### config.mk
export PLATFORM = sky130hd
export DESIGN_NAME = debug_monitor_register_set
export DESIGN_NICKNAME = d
export VERILOG_FILES = /design/src/debug_monitor_pkg.sv /design/src/debug_delay_line.sv /design/src/debug_monitor_register_set.sv
export SDC_FILE = /design/constraint.sdc
export NUM_CORES = 1
export LEC_CHECK = 0
export BUFFER_PORTS_ARGS = -buffer_cell sky130_fd_sc_hd__buf_2
export CAP_MARGIN = 20
export CORE_MARGIN = 4
export CORE_UTILIZATION = 50
export CTS_BUF_LIST = sky130_fd_sc_hd__clkbuf_8
export DETAILED_ROUTE_END_ITERATION = 7
export PLACE_DENSITY = 0.76
export SLEW_MARGIN = 20
export SYNTH_ARGS = -nofsm -noshare
export SYNTH_HDL_FRONTEND = slang
export SYNTH_HIERARCHICAL = 1
export SYNTH_SLANG_ARGS = --single-unit
### constraint.sdc
create_clock -name mclk_in -period 2.4 [get_ports mclk_in]
set_input_delay 0.12 -clock mclk_in [delete_from_list [all_inputs] [get_ports mclk_in]]
set_output_delay 0.12 -clock mclk_in [all_outputs]
set_load 0.01 [all_outputs]
### src/debug_monitor_pkg.sv
// constants shared by the debug monitor register set
package debug_monitor_pkg;
  // ****************************************
  // register map
  // ****************************************
  localparam logic [15:0] instr_addr = 16'hff00;
  localparam logic [15:0] status_addr = 16'hff01;
  localparam logic [15:0] shifter_hi_addr = 16'hff02;
  localparam logic [15:0] shifter_lo_addr = 16'hff03;
  localparam logic [15:0] addr_hi_addr = 16'hff04;
  localparam logic [15:0] addr_lo_addr = 16'hff05;
  localparam logic [15:0] ccr_addr = 16'hff06;
  localparam logic [7:0] map_base_hi = 8'hff;
  localparam logic [7:0] reg_hi_limit = 8'h06;
  // ****************************************
  // instruction fields
  // ****************************************
  localparam int hw_flag_bit = 7;
  localparam int data_flag_bit = 6;
  localparam int read_flag_bit = 5;
  localparam int bg_req_bit = 4;
  localparam int word_bit = 3;
  localparam int map_sel_bit = 2;
  localparam logic [7:0] bg_cmd_value = 8'h90;
  localparam logic [1:0] go_resume = 2'h1;
  localparam logic [1:0] go_step = 2'h2;
  localparam logic [1:0] go_tag = 2'h3;
  localparam logic [2:0] reg_next = 3'h2;
  localparam logic [2:0] reg_pc = 3'h3;
  localparam logic [2:0] reg_d = 3'h4;
  localparam logic [2:0] reg_x = 3'h5;
  localparam logic [2:0] reg_y = 3'h6;
  localparam logic [2:0] reg_sp = 3'h7;
  localparam logic [15:0] next_step = 16'h0002;
  // ****************************************
  // status fields and reset values
  // ****************************************
  localparam int enable_bit = 7;
  localparam int active_bit = 6;
  localparam int tag_bit = 5;
  localparam int valid_bit = 4;
  localparam int step_bit = 3;
  localparam logic [7:0] instr_reset = 8'h00;
  localparam logic [7:0] status_reset = 8'h00;
  // ****************************************
  // timing
  // ****************************************
  localparam int idle_edge_cycles = 512;
  localparam logic [9:0] idle_limit = 10'(idle_edge_cycles - 1);
  localparam int active_delay_cycles = 4;
  localparam int tag_delay_cycles = 16;
  localparam int clk_period_ns = 8;
  localparam logic [3:0] tag_limit = 4'(tag_delay_cycles - 1);
  localparam logic [7:0] zero_byte = 8'h00;
endpackage

### src/debug_delay_line.sv
// fixed-length delay line for a one-bit value
`timescale 1ns/100ps
module debug_delay_line
(
  input wire logic mclk_in,
  input wire logic rst_n_in,
  input wire logic d_in,
  input wire logic init_in,
  output logic q_out
);
  logic [debug_monitor_pkg::active_delay_cycles-1:0] pipe;

  always_ff @(posedge mclk_in or negedge rst_n_in)
  begin
    if (!rst_n_in)
      pipe <= '0;
    else if (init_in)
      pipe <= '1;
    else
      pipe <= {pipe[debug_monitor_pkg::active_delay_cycles-2:0], d_in};
  end

  assign q_out = pipe[debug_monitor_pkg::active_delay_cycles-1];
endmodule

### src/debug_monitor_register_set.sv
// debug monitor register set: instruction, status, shifter, address holder, saved codes
// What this block does
// seven byte registers at ff00..ff06, mapped only while debug is active
// instruction register clears after 512 cycles between host falling edges
// instruction loads from serial bits; also readable and writable on the bus
// hardware decode: class, data, read, enter request, word, map select
// enter request set only for instruction value 90
// map select picks debug map or user map for hardware accesses
// firmware bits 4:3: none, resume, single step, tag and resume
// firmware bits 2:0 select next, pc, d, x, y or sp
// register codes 000 and 001 select nothing and access nothing
// next-word commands add 2 to x before the access
// status bits: enable, active, tagging, shifter valid, step; low bits zero
// special modes reset active to 1; other modes reset all to 0
// enable low refuses debug entry but hardware commands still run
// active set on entry maps resources; firmware store clears it
// writes to the active bit take effect five cycles later
// host must not clear the active bit with a next-word write
// tag-resume sets tagging; serial ignored 16 cycles later; entry clears
// shifter valid shows that the shifter holds valid data
// single-step command sets the step flag
// 16-bit shifter holds serial data, readable and writable while debug is active
// address holder written only by debug hardware, readable while debug is active
// saved codes take user condition codes on debug entry
// host writes saved codes only during active debug
// host waits about 150 cycles between hardware commands
`timescale 1ns/100ps
module debug_monitor_register_set
(
  input wire logic mclk_in,
  input wire logic rst_n_in,
  // operating mode, sampled after reset release
  input wire logic special_mode_in,
  // parallel bus
  input wire logic [15:0] bus_addr_in,
  input wire logic bus_rd_in,
  input wire logic bus_wr_in,
  input wire logic [7:0] bus_wdata_in,
  output logic [7:0] bus_rdata_out,
  output logic bus_hit_out,
  // serial engine side
  input wire logic host_fall_in,
  input wire logic serial_bit_valid_in,
  input wire logic serial_bit_in,
  input wire logic instr_done_in,
  input wire logic shift_load_in,
  input wire logic [15:0] shift_data_in,
  input wire logic addr_load_in,
  input wire logic [15:0] addr_data_in,
  // core side
  input wire logic enter_in,
  input wire logic [7:0] user_ccr_in,
  input wire logic [15:0] x_index_in,
  input wire logic fw_exec_in,
  output logic [7:0] instr_out,
  output logic hw_cmd_out,
  output logic data_follows_out,
  output logic read_cmd_out,
  output logic enter_debug_request_out,
  output logic word_size_out,
  output logic map_select_flag_out,
  output logic resume_out,
  output logic single_step_out,
  output logic tag_resume_out,
  output logic [2:0] target_register_field_out,
  output logic reg_access_out,
  output logic [15:0] next_x_out,
  output logic entry_allowed_out,
  output logic debug_map_out,
  output logic tagging_out,
  output logic serial_enable_out
);
  // ****************************************
  // storage
  // ****************************************
  logic [7:0] instr;
  logic enable, active, tagging_enable, shifter_valid, step;
  logic [15:0] shifter, address_holder;
  logic [7:0] saved_condition_codes;
  logic [9:0] idle_count;
  logic [3:0] tag_count;
  logic tag_live, mode_sampled, active_delayed, active_req;
  // ****************************************
  // decode
  // ****************************************
  function automatic logic sel(input logic [15:0] a, input logic [15:0] r);
    return a == r;
  endfunction
  wire in_map = active;
  wire wr_instr = bus_wr_in && in_map && sel(bus_addr_in, debug_monitor_pkg::instr_addr);
  wire wr_status = bus_wr_in && in_map && sel(bus_addr_in, debug_monitor_pkg::status_addr);
  wire wr_sh_hi = bus_wr_in && in_map && sel(bus_addr_in, debug_monitor_pkg::shifter_hi_addr);
  wire wr_sh_lo = bus_wr_in && in_map && sel(bus_addr_in, debug_monitor_pkg::shifter_lo_addr);
  wire wr_ccr = bus_wr_in && in_map && sel(bus_addr_in, debug_monitor_pkg::ccr_addr);
  wire hit = in_map && bus_addr_in[15:8] == debug_monitor_pkg::map_base_hi
    && bus_addr_in[7:0] <= debug_monitor_pkg::reg_hi_limit;
  wire [7:0] status_byte = {enable, active, tagging_enable, shifter_valid, step, 3'h0};
  wire serial_en = !tag_live;
  wire is_hw = instr[debug_monitor_pkg::hw_flag_bit];
  wire [1:0] go_field = instr[4:3];
  wire [2:0] reg_field = instr[2:0];
  wire fw_cmd = fw_exec_in && !is_hw && enable;
  wire do_step = fw_cmd && go_field == debug_monitor_pkg::go_step;
  wire do_tag = fw_cmd && go_field == debug_monitor_pkg::go_tag;
  wire do_entry = enter_in && enable && !active;
  wire idle_expired = idle_count == debug_monitor_pkg::idle_limit;
  wire tag_expired = tag_count == debug_monitor_pkg::tag_limit;
  wire [7:0] next_instr =
    wr_instr ? bus_wdata_in :
    (serial_bit_valid_in && serial_en) ? {instr[6:0], serial_bit_in} : instr;
  wire [7:0] rd_mux =
    sel(bus_addr_in, debug_monitor_pkg::instr_addr) ? instr :
    sel(bus_addr_in, debug_monitor_pkg::status_addr) ? status_byte :
    sel(bus_addr_in, debug_monitor_pkg::shifter_hi_addr) ? shifter[15:8] :
    sel(bus_addr_in, debug_monitor_pkg::shifter_lo_addr) ? shifter[7:0] :
    sel(bus_addr_in, debug_monitor_pkg::addr_hi_addr) ? address_holder[15:8] :
    sel(bus_addr_in, debug_monitor_pkg::addr_lo_addr) ? address_holder[7:0] :
    sel(bus_addr_in, debug_monitor_pkg::ccr_addr) ? saved_condition_codes :
    debug_monitor_pkg::zero_byte;
  // ****************************************
  // instruction register and idle timer
  // ****************************************
  always_ff @(posedge mclk_in or negedge rst_n_in)
  begin
    if (!rst_n_in)
      idle_count <= '0;
    else if (host_fall_in || idle_expired)
      idle_count <= '0;
    else
      idle_count <= idle_count + 10'h001;
  end
  always_ff @(posedge mclk_in or negedge rst_n_in)
  begin
    if (!rst_n_in)
      instr <= debug_monitor_pkg::instr_reset;
    else if (idle_expired && !host_fall_in && !wr_instr)
      instr <= debug_monitor_pkg::instr_reset;
    else
      instr <= next_instr;
  end
  // ****************************************
  // status register
  // ****************************************
  // mode strap is caught one edge after release, never under the async reset
  always_ff @(posedge mclk_in or negedge rst_n_in)
  begin
    if (!rst_n_in)
      mode_sampled <= 1'b0;
    else
      mode_sampled <= 1'b1;
  end
  wire strap_load = !mode_sampled;
  always_ff @(posedge mclk_in or negedge rst_n_in)
  begin
    if (!rst_n_in)
      active_req <= 1'b0;
    else if (strap_load)
      active_req <= special_mode_in;
    else if (do_entry)
      active_req <= 1'b1;
    else if (wr_status)
      active_req <= bus_wdata_in[debug_monitor_pkg::active_bit];
  end
  // request is held, not taken from active, so a cleared bit cannot circulate
  debug_delay_line active_delay
  (
    .mclk_in(mclk_in),
    .rst_n_in(rst_n_in),
    .d_in(active_req),
    .init_in(do_entry || (strap_load && special_mode_in)),
    .q_out(active_delayed)
  );
  always_ff @(posedge mclk_in or negedge rst_n_in)
  begin
    if (!rst_n_in)
    begin
      enable <= 1'b0;
      active <= 1'b0;
      tagging_enable <= 1'b0;
      step <= 1'b0;
    end
    else
    begin
      if (strap_load)
        active <= special_mode_in;
      else if (do_entry)
        active <= 1'b1;
      else
        active <= active_delayed;
      if (wr_status)
        enable <= bus_wdata_in[debug_monitor_pkg::enable_bit];
      if (do_entry)
        tagging_enable <= 1'b0;
      else if (do_tag)
        tagging_enable <= 1'b1;
      else if (wr_status)
        tagging_enable <= bus_wdata_in[debug_monitor_pkg::tag_bit];
      if (do_step)
        step <= 1'b1;
      else if (wr_status)
        step <= bus_wdata_in[debug_monitor_pkg::step_bit];
    end
  end
  // tagging goes live 16 cycles after the enable bit is written
  always_ff @(posedge mclk_in or negedge rst_n_in)
  begin
    if (!rst_n_in)
      tag_count <= '0;
    else if (!tagging_enable || tag_live)
      tag_count <= '0;
    else
      tag_count <= tag_count + 4'h1;
  end
  always_ff @(posedge mclk_in or negedge rst_n_in)
  begin
    if (!rst_n_in)
      tag_live <= 1'b0;
    else
      tag_live <= tagging_enable && (tag_live || tag_expired);
  end
  // ****************************************
  // shifter, address holder, saved codes
  // ****************************************
  always_ff @(posedge mclk_in or negedge rst_n_in)
  begin
    if (!rst_n_in)
    begin
      shifter <= '0;
      shifter_valid <= 1'b0;
      address_holder <= '0;
      saved_condition_codes <= '0;
    end
    else
    begin
      if (shift_load_in)
        shifter <= shift_data_in;
      else if (wr_sh_hi)
        shifter[15:8] <= bus_wdata_in;
      else if (wr_sh_lo)
        shifter[7:0] <= bus_wdata_in;
      if (shift_load_in)
        shifter_valid <= 1'b1;
      else if (wr_status)
        shifter_valid <= bus_wdata_in[debug_monitor_pkg::valid_bit];
      if (addr_load_in)
        address_holder <= addr_data_in;
      if (do_entry)
        saved_condition_codes <= user_ccr_in;
      else if (wr_ccr)
        saved_condition_codes <= bus_wdata_in;
    end
  end
  // ****************************************
  // registered outputs
  // ****************************************
  always_ff @(posedge mclk_in or negedge rst_n_in)
  begin
    if (!rst_n_in)
    begin
      bus_rdata_out <= '0;
      bus_hit_out <= 1'b0;
      instr_out <= '0;
      hw_cmd_out <= 1'b0;
      data_follows_out <= 1'b0;
      read_cmd_out <= 1'b0;
      enter_debug_request_out <= 1'b0;
      word_size_out <= 1'b0;
      map_select_flag_out <= 1'b0;
      resume_out <= 1'b0;
      single_step_out <= 1'b0;
      tag_resume_out <= 1'b0;
      target_register_field_out <= '0;
      reg_access_out <= 1'b0;
      next_x_out <= '0;
      entry_allowed_out <= 1'b0;
      debug_map_out <= 1'b0;
      tagging_out <= 1'b0;
      serial_enable_out <= 1'b0;
    end
    else
    begin
      bus_rdata_out <= (bus_rd_in && hit) ? rd_mux : debug_monitor_pkg::zero_byte;
      bus_hit_out <= (bus_rd_in || bus_wr_in) && hit;
      instr_out <= instr;
      hw_cmd_out <= is_hw;
      data_follows_out <= instr[debug_monitor_pkg::data_flag_bit];
      read_cmd_out <= instr[debug_monitor_pkg::read_flag_bit];
      enter_debug_request_out <= is_hw && instr == debug_monitor_pkg::bg_cmd_value;
      word_size_out <= is_hw && instr[debug_monitor_pkg::word_bit];
      // map select only steers hardware reads and writes
      map_select_flag_out <= is_hw && instr[debug_monitor_pkg::data_flag_bit]
        && instr[debug_monitor_pkg::map_sel_bit];
      resume_out <= fw_cmd && go_field == debug_monitor_pkg::go_resume;
      single_step_out <= do_step;
      tag_resume_out <= do_tag;
      target_register_field_out <= is_hw ? 3'h0 : reg_field;
      reg_access_out <= fw_cmd && reg_field >= debug_monitor_pkg::reg_next;
      next_x_out <= x_index_in + debug_monitor_pkg::next_step;
      entry_allowed_out <= enable;
      debug_map_out <= active;
      tagging_out <= tag_live;
      serial_enable_out <= serial_en;
    end
  end
endmodule

==> reports/qor.yml <==
result_of_the_run: "finished clean"
first_iter_violations: 340
ys_types: 66
grt_max_degree: 62
reg2reg_to: "instr[0]"
tritoncts.num_buffers: 17
io_buffer_count: 141
1st_pass_router_iterations: 7
synth_largest_area_cell: "dfrtp_1"
timing.critical_path.from_type: "flip-flop"
number_of_h_tree_levels: 4
area.growth.synth_to_final_pct: 35.50
rr_worst_depth: 6
ctsRootBufferMaster: "clkbuf_8"
drv_slew: 0
hpwl_mm: 10.94
critical_path.endpoint_type: "flip-flop"
grt_use_total_pct: 25.48
reg2reg_slack_ns: 0.17
path_max_fanout: 8
share_of_post_route_cells_with_drive_strength_above_1_pct: 29.25
min_setup_slack_post_route_ns: 0.1725
synth_area_sq_um: 5608
ys_async_sr_fraction_pct: 100.0
antenna_violating_nets_post_route: 0
via_count: 5002
time_the_final_worst_path_needs_with_i_o_delays_and_setup_ns: 2.228
hold_violations: 0
r2r_start: "idle_count[0]"
power_per_cell_area_nw_per_um2: 648.8
cts_buffer_depth: 2
drt_drc_violations_left: 0
post-route-period-util_pct: 92.81
critical_path_cell_count: 6
crit_path_max_incr_delay_ns: 0.56
worst_hold_path_type: "input port to flip-flop"
fp.coreArea_sq_um: 10890
num-nets-final: 818
top_level_ports: 143
synth_largest_type_area_fraction_pct: 53.99
synth_seq_cells: 121
routabilityCongestion: 0.9145
insertedDiodeCount: 0
number_of_global_route_vias_before_repair: 5195
grt_setup_unrepaired: "false"
arrival_time_at_the_worst_endpoint_ns: 2.60
critPathLaunch: "idle_count[0]"
timing_worst_slew_pin_value_ns: 0.7471
grt_antenna_before_repair: 0
dp_slack_ns: 0.3637
crit_path_cell_trace: "ha_1, and3_1, and4_1, a32o_2, o2bb2ai_1, dlygate4sd3_1"
die-area_sq_um: 12970
dieWidth_um: 113.9
post_synth.cell_area_avg_sq_um: 11.08
die_y_um: 113.9
synth_edf_count: 0
worst_path_dominant_cell_family: "buffers and inverters"
worst_skew_pair.late_latency_ns: 0.45
via_per_inst: 5.717
ys.warnings.count: 6
timing.max_slew.rel_slack_pct: 50.19
path_buf_inv: 1
timing.critical_path.required_ns: 2.78
detail_route.wirelength_mm: 16.02
postSynthNetCount: 602
setup.worst_path.class: "flip-flop to flip-flop"
register_area_share_after_synthesis_pct: 53.99
maxClockFrequency_ghz: 0.4489
routedWlPerCell_um: 18.30
leakagePower_nw: 3.453
ir_drop_mv: 0.5286
grt_pass1_wl_mm: 25.81
cts_tree: "done"
max_cap_viol_count: 0
placementRows: 38
worst_setup_path_endpoint: "instr[0]"
netlist_instances: 506
cts.clk_slew.worst_paths_ns: 0.07
timing.setup.tns_ns: 0
grt_overflow_total: 0
cts.sink_count: 121
post_synth_main_area_contributors: "dfrtp_1, mux2_2, xnor2_1, nor2_1, mux2i_1"
postCtsSetupRepairBufs: 0
slowest_stage: "dlygate4sd3_1"
setup-violations-final: 0
initial_core_util_pct: 51.51
timing.clock.skew_ns: 0.01468
yosys_most_used_dff: "dfrtp_1"
-- state kept, by name, indices dropped and copies added (netlist names), 3 cells and up --
register and cells:
next_x_out 16, active_delay/pipe 4, instr 8, bus_rdata_out 8
shifter 16, instr_out 7, tag_count 4, target_register_field_out 3
idle_count 10, saved_condition_codes 8, address_holder 16
-- synth_stat cells (6+ instances only) --
library cell / count
inv_1: 11
nor2_1: 35
dfrtp_1: 121
nand2_1: 26
o2bb2ai_1: 9
nor2b_1: 6
a21oi_1: 14
a31oi_1: 16
and2_1: 12
o21ai_1: 8
nor3_1: 6
mux2_2: 14
nand3_1: 15
clkbuf_1: 17
nand3b_1: 6
o21ai_0: 17
mux2i_1: 13
nand4_1: 14
a2bb2oi_1: 8
a221o_1: 6
and3_1: 12
xnor2_1: 18
nand2b_1: 13
-- timing repair --
item / 4_1_cts / 5_1_grt
gates resized for setup: 0 / 1
setup endpoints to repair: 0 / 1
hold buffers: 71 / 1
hold endpoints to repair: 121 / 1
-- power breakdown --
part / leakage (nW) / total (W) / switching [W] / internal (W)
clock: 0.207 / 0.00186 / 0.000817 / 0.00104
sequential: 1.50 / 0.00235 / 0.000139 / 0.00221
combinational: 1.74 / 0.000720 / 0.000363 / 0.000357
-- cell usage in the layout (no fill, tap or decap), types with 5 or more instances in the layout --
| master | count |
|---|---|
| o2bb2ai_1 | 9 |
| o21ai_1 | 8 |
| o21ai_0 | 17 |
| a31oi_1 | 16 |
| nor3_1 | 6 |
| nand3_1 | 15 |
| and2_1 | 12 |
| nand2_1 | 26 |
| nor2b_1 | 6 |
| a21oi_1 | 14 |
| nand3b_1 | 6 |
| dfrtp_1 | 121 |
| mux2_2 | 14 |
| a2bb2oi_1 | 8 |
| dlygate4sd3_1 | 72 |
| buf_4 | 14 |
| buf_2 | 140 |
| mux2i_1 | 13 |
| a221o_1 | 6 |
| inv_1 | 13 |
| clkbuf_8 | 18 |
| nand4_1 | 14 |
| xnor2_1 | 18 |
| nand2b_1 | 13 |
| xor2_1 | 5 |
| nor2_1 | 35 |
| and3_1 | 12 |
-- cell type report --
type | instances | area, sq um
timing repair buffer | 227 | 1546
sequential | 121 | 3028
tap | 140 | 175.2
fill | 788 | 3289
clock buffer | 18 | 247.7
multi-input combinational | 344 | 2402
clock inverter | 14 | 157.7
inverter | 11 | 41.29
-- through the flow --
stage                     hold WS [ns]  cells  instance area (sq um)  util [%]  total power, W
after floorplan                -0.1756    506                   5608         -        0.002693
after global placement          0.2257    771                   6471     59.43        0.002986
after detailed placement        0.2303    771                   6471     59.43        0.003012
after CTS                    0.0002762    874                   7587     69.69        0.004952
after global routing          0.002020    875                   7599     69.79        0.005145
final                          0.01771    875                   7599     69.79        0.004930
-- layer usage --
| metal | track usage [%] | part of all wire [%] | vias up |
|---|---|---|---|
| met5 | 0 | 0 | - |
| met4 | 9.343 | 2.3 | 0 |
| met3 | 7.798 | 8.7 | 29 |
| met1 | 33.10 | 42 | 2429 |
| met2 | 40.56 | 47 | 253 |
| li1 | - | - | 2291 |
-- kinds of logic (layout without fill, tap and decap cells) --
| logic type | Yosys count | after routing | share of synthesized area (%) |
|---|---|---|---|
| flip-flops | 121 | 121 | 53.99 |
| adder cells (fa/ha/maj) | 3 | 3 | 0.6694 |
| multiplexers | 27 | 27 | 5.132 |
| buffers and inverters | 41 | 270 | 3.190 |
| AND/OR/NAND/NOR | 177 | 177 | 18.67 |
| other | 1 | 1 | 0.06687 |
| AO/OA/AOI/OAI | 113 | 113 | 14.68 |
| XOR/XNOR | 23 | 23 | 3.592 |
-- worst register-to-register path: stages (launching register included) --
cell and delay (ns):
dfrtp_1 0.41, ha_1 0.23, and3_1 0.22, and4_1 0.26, a32o_2 0.32, o2bb2ai_1 0.16
dlygate4sd3_1 0.56
-- worst min-delay path by stage --
stage / depth (start not counted) / endpoint / startpoint / slack (ns)
floorplan: 0 / active / rst_n_in / -0.18
global placement: 1 / next_x_out[0] / rst_n_in / 0.23
detailed placement: 1 / next_x_out[0] / x_index_in[0] / 0.23
CTS: 3 / shifter[3] / shift_data_in[3] / 0.0003
global route: 2 / instr[2] / bus_wdata_in[2] / 0.002
finish: 3 / shifter[3] / shift_data_in[3] / 0.02
Note: power is estimated with default switching activity, not from simulation.
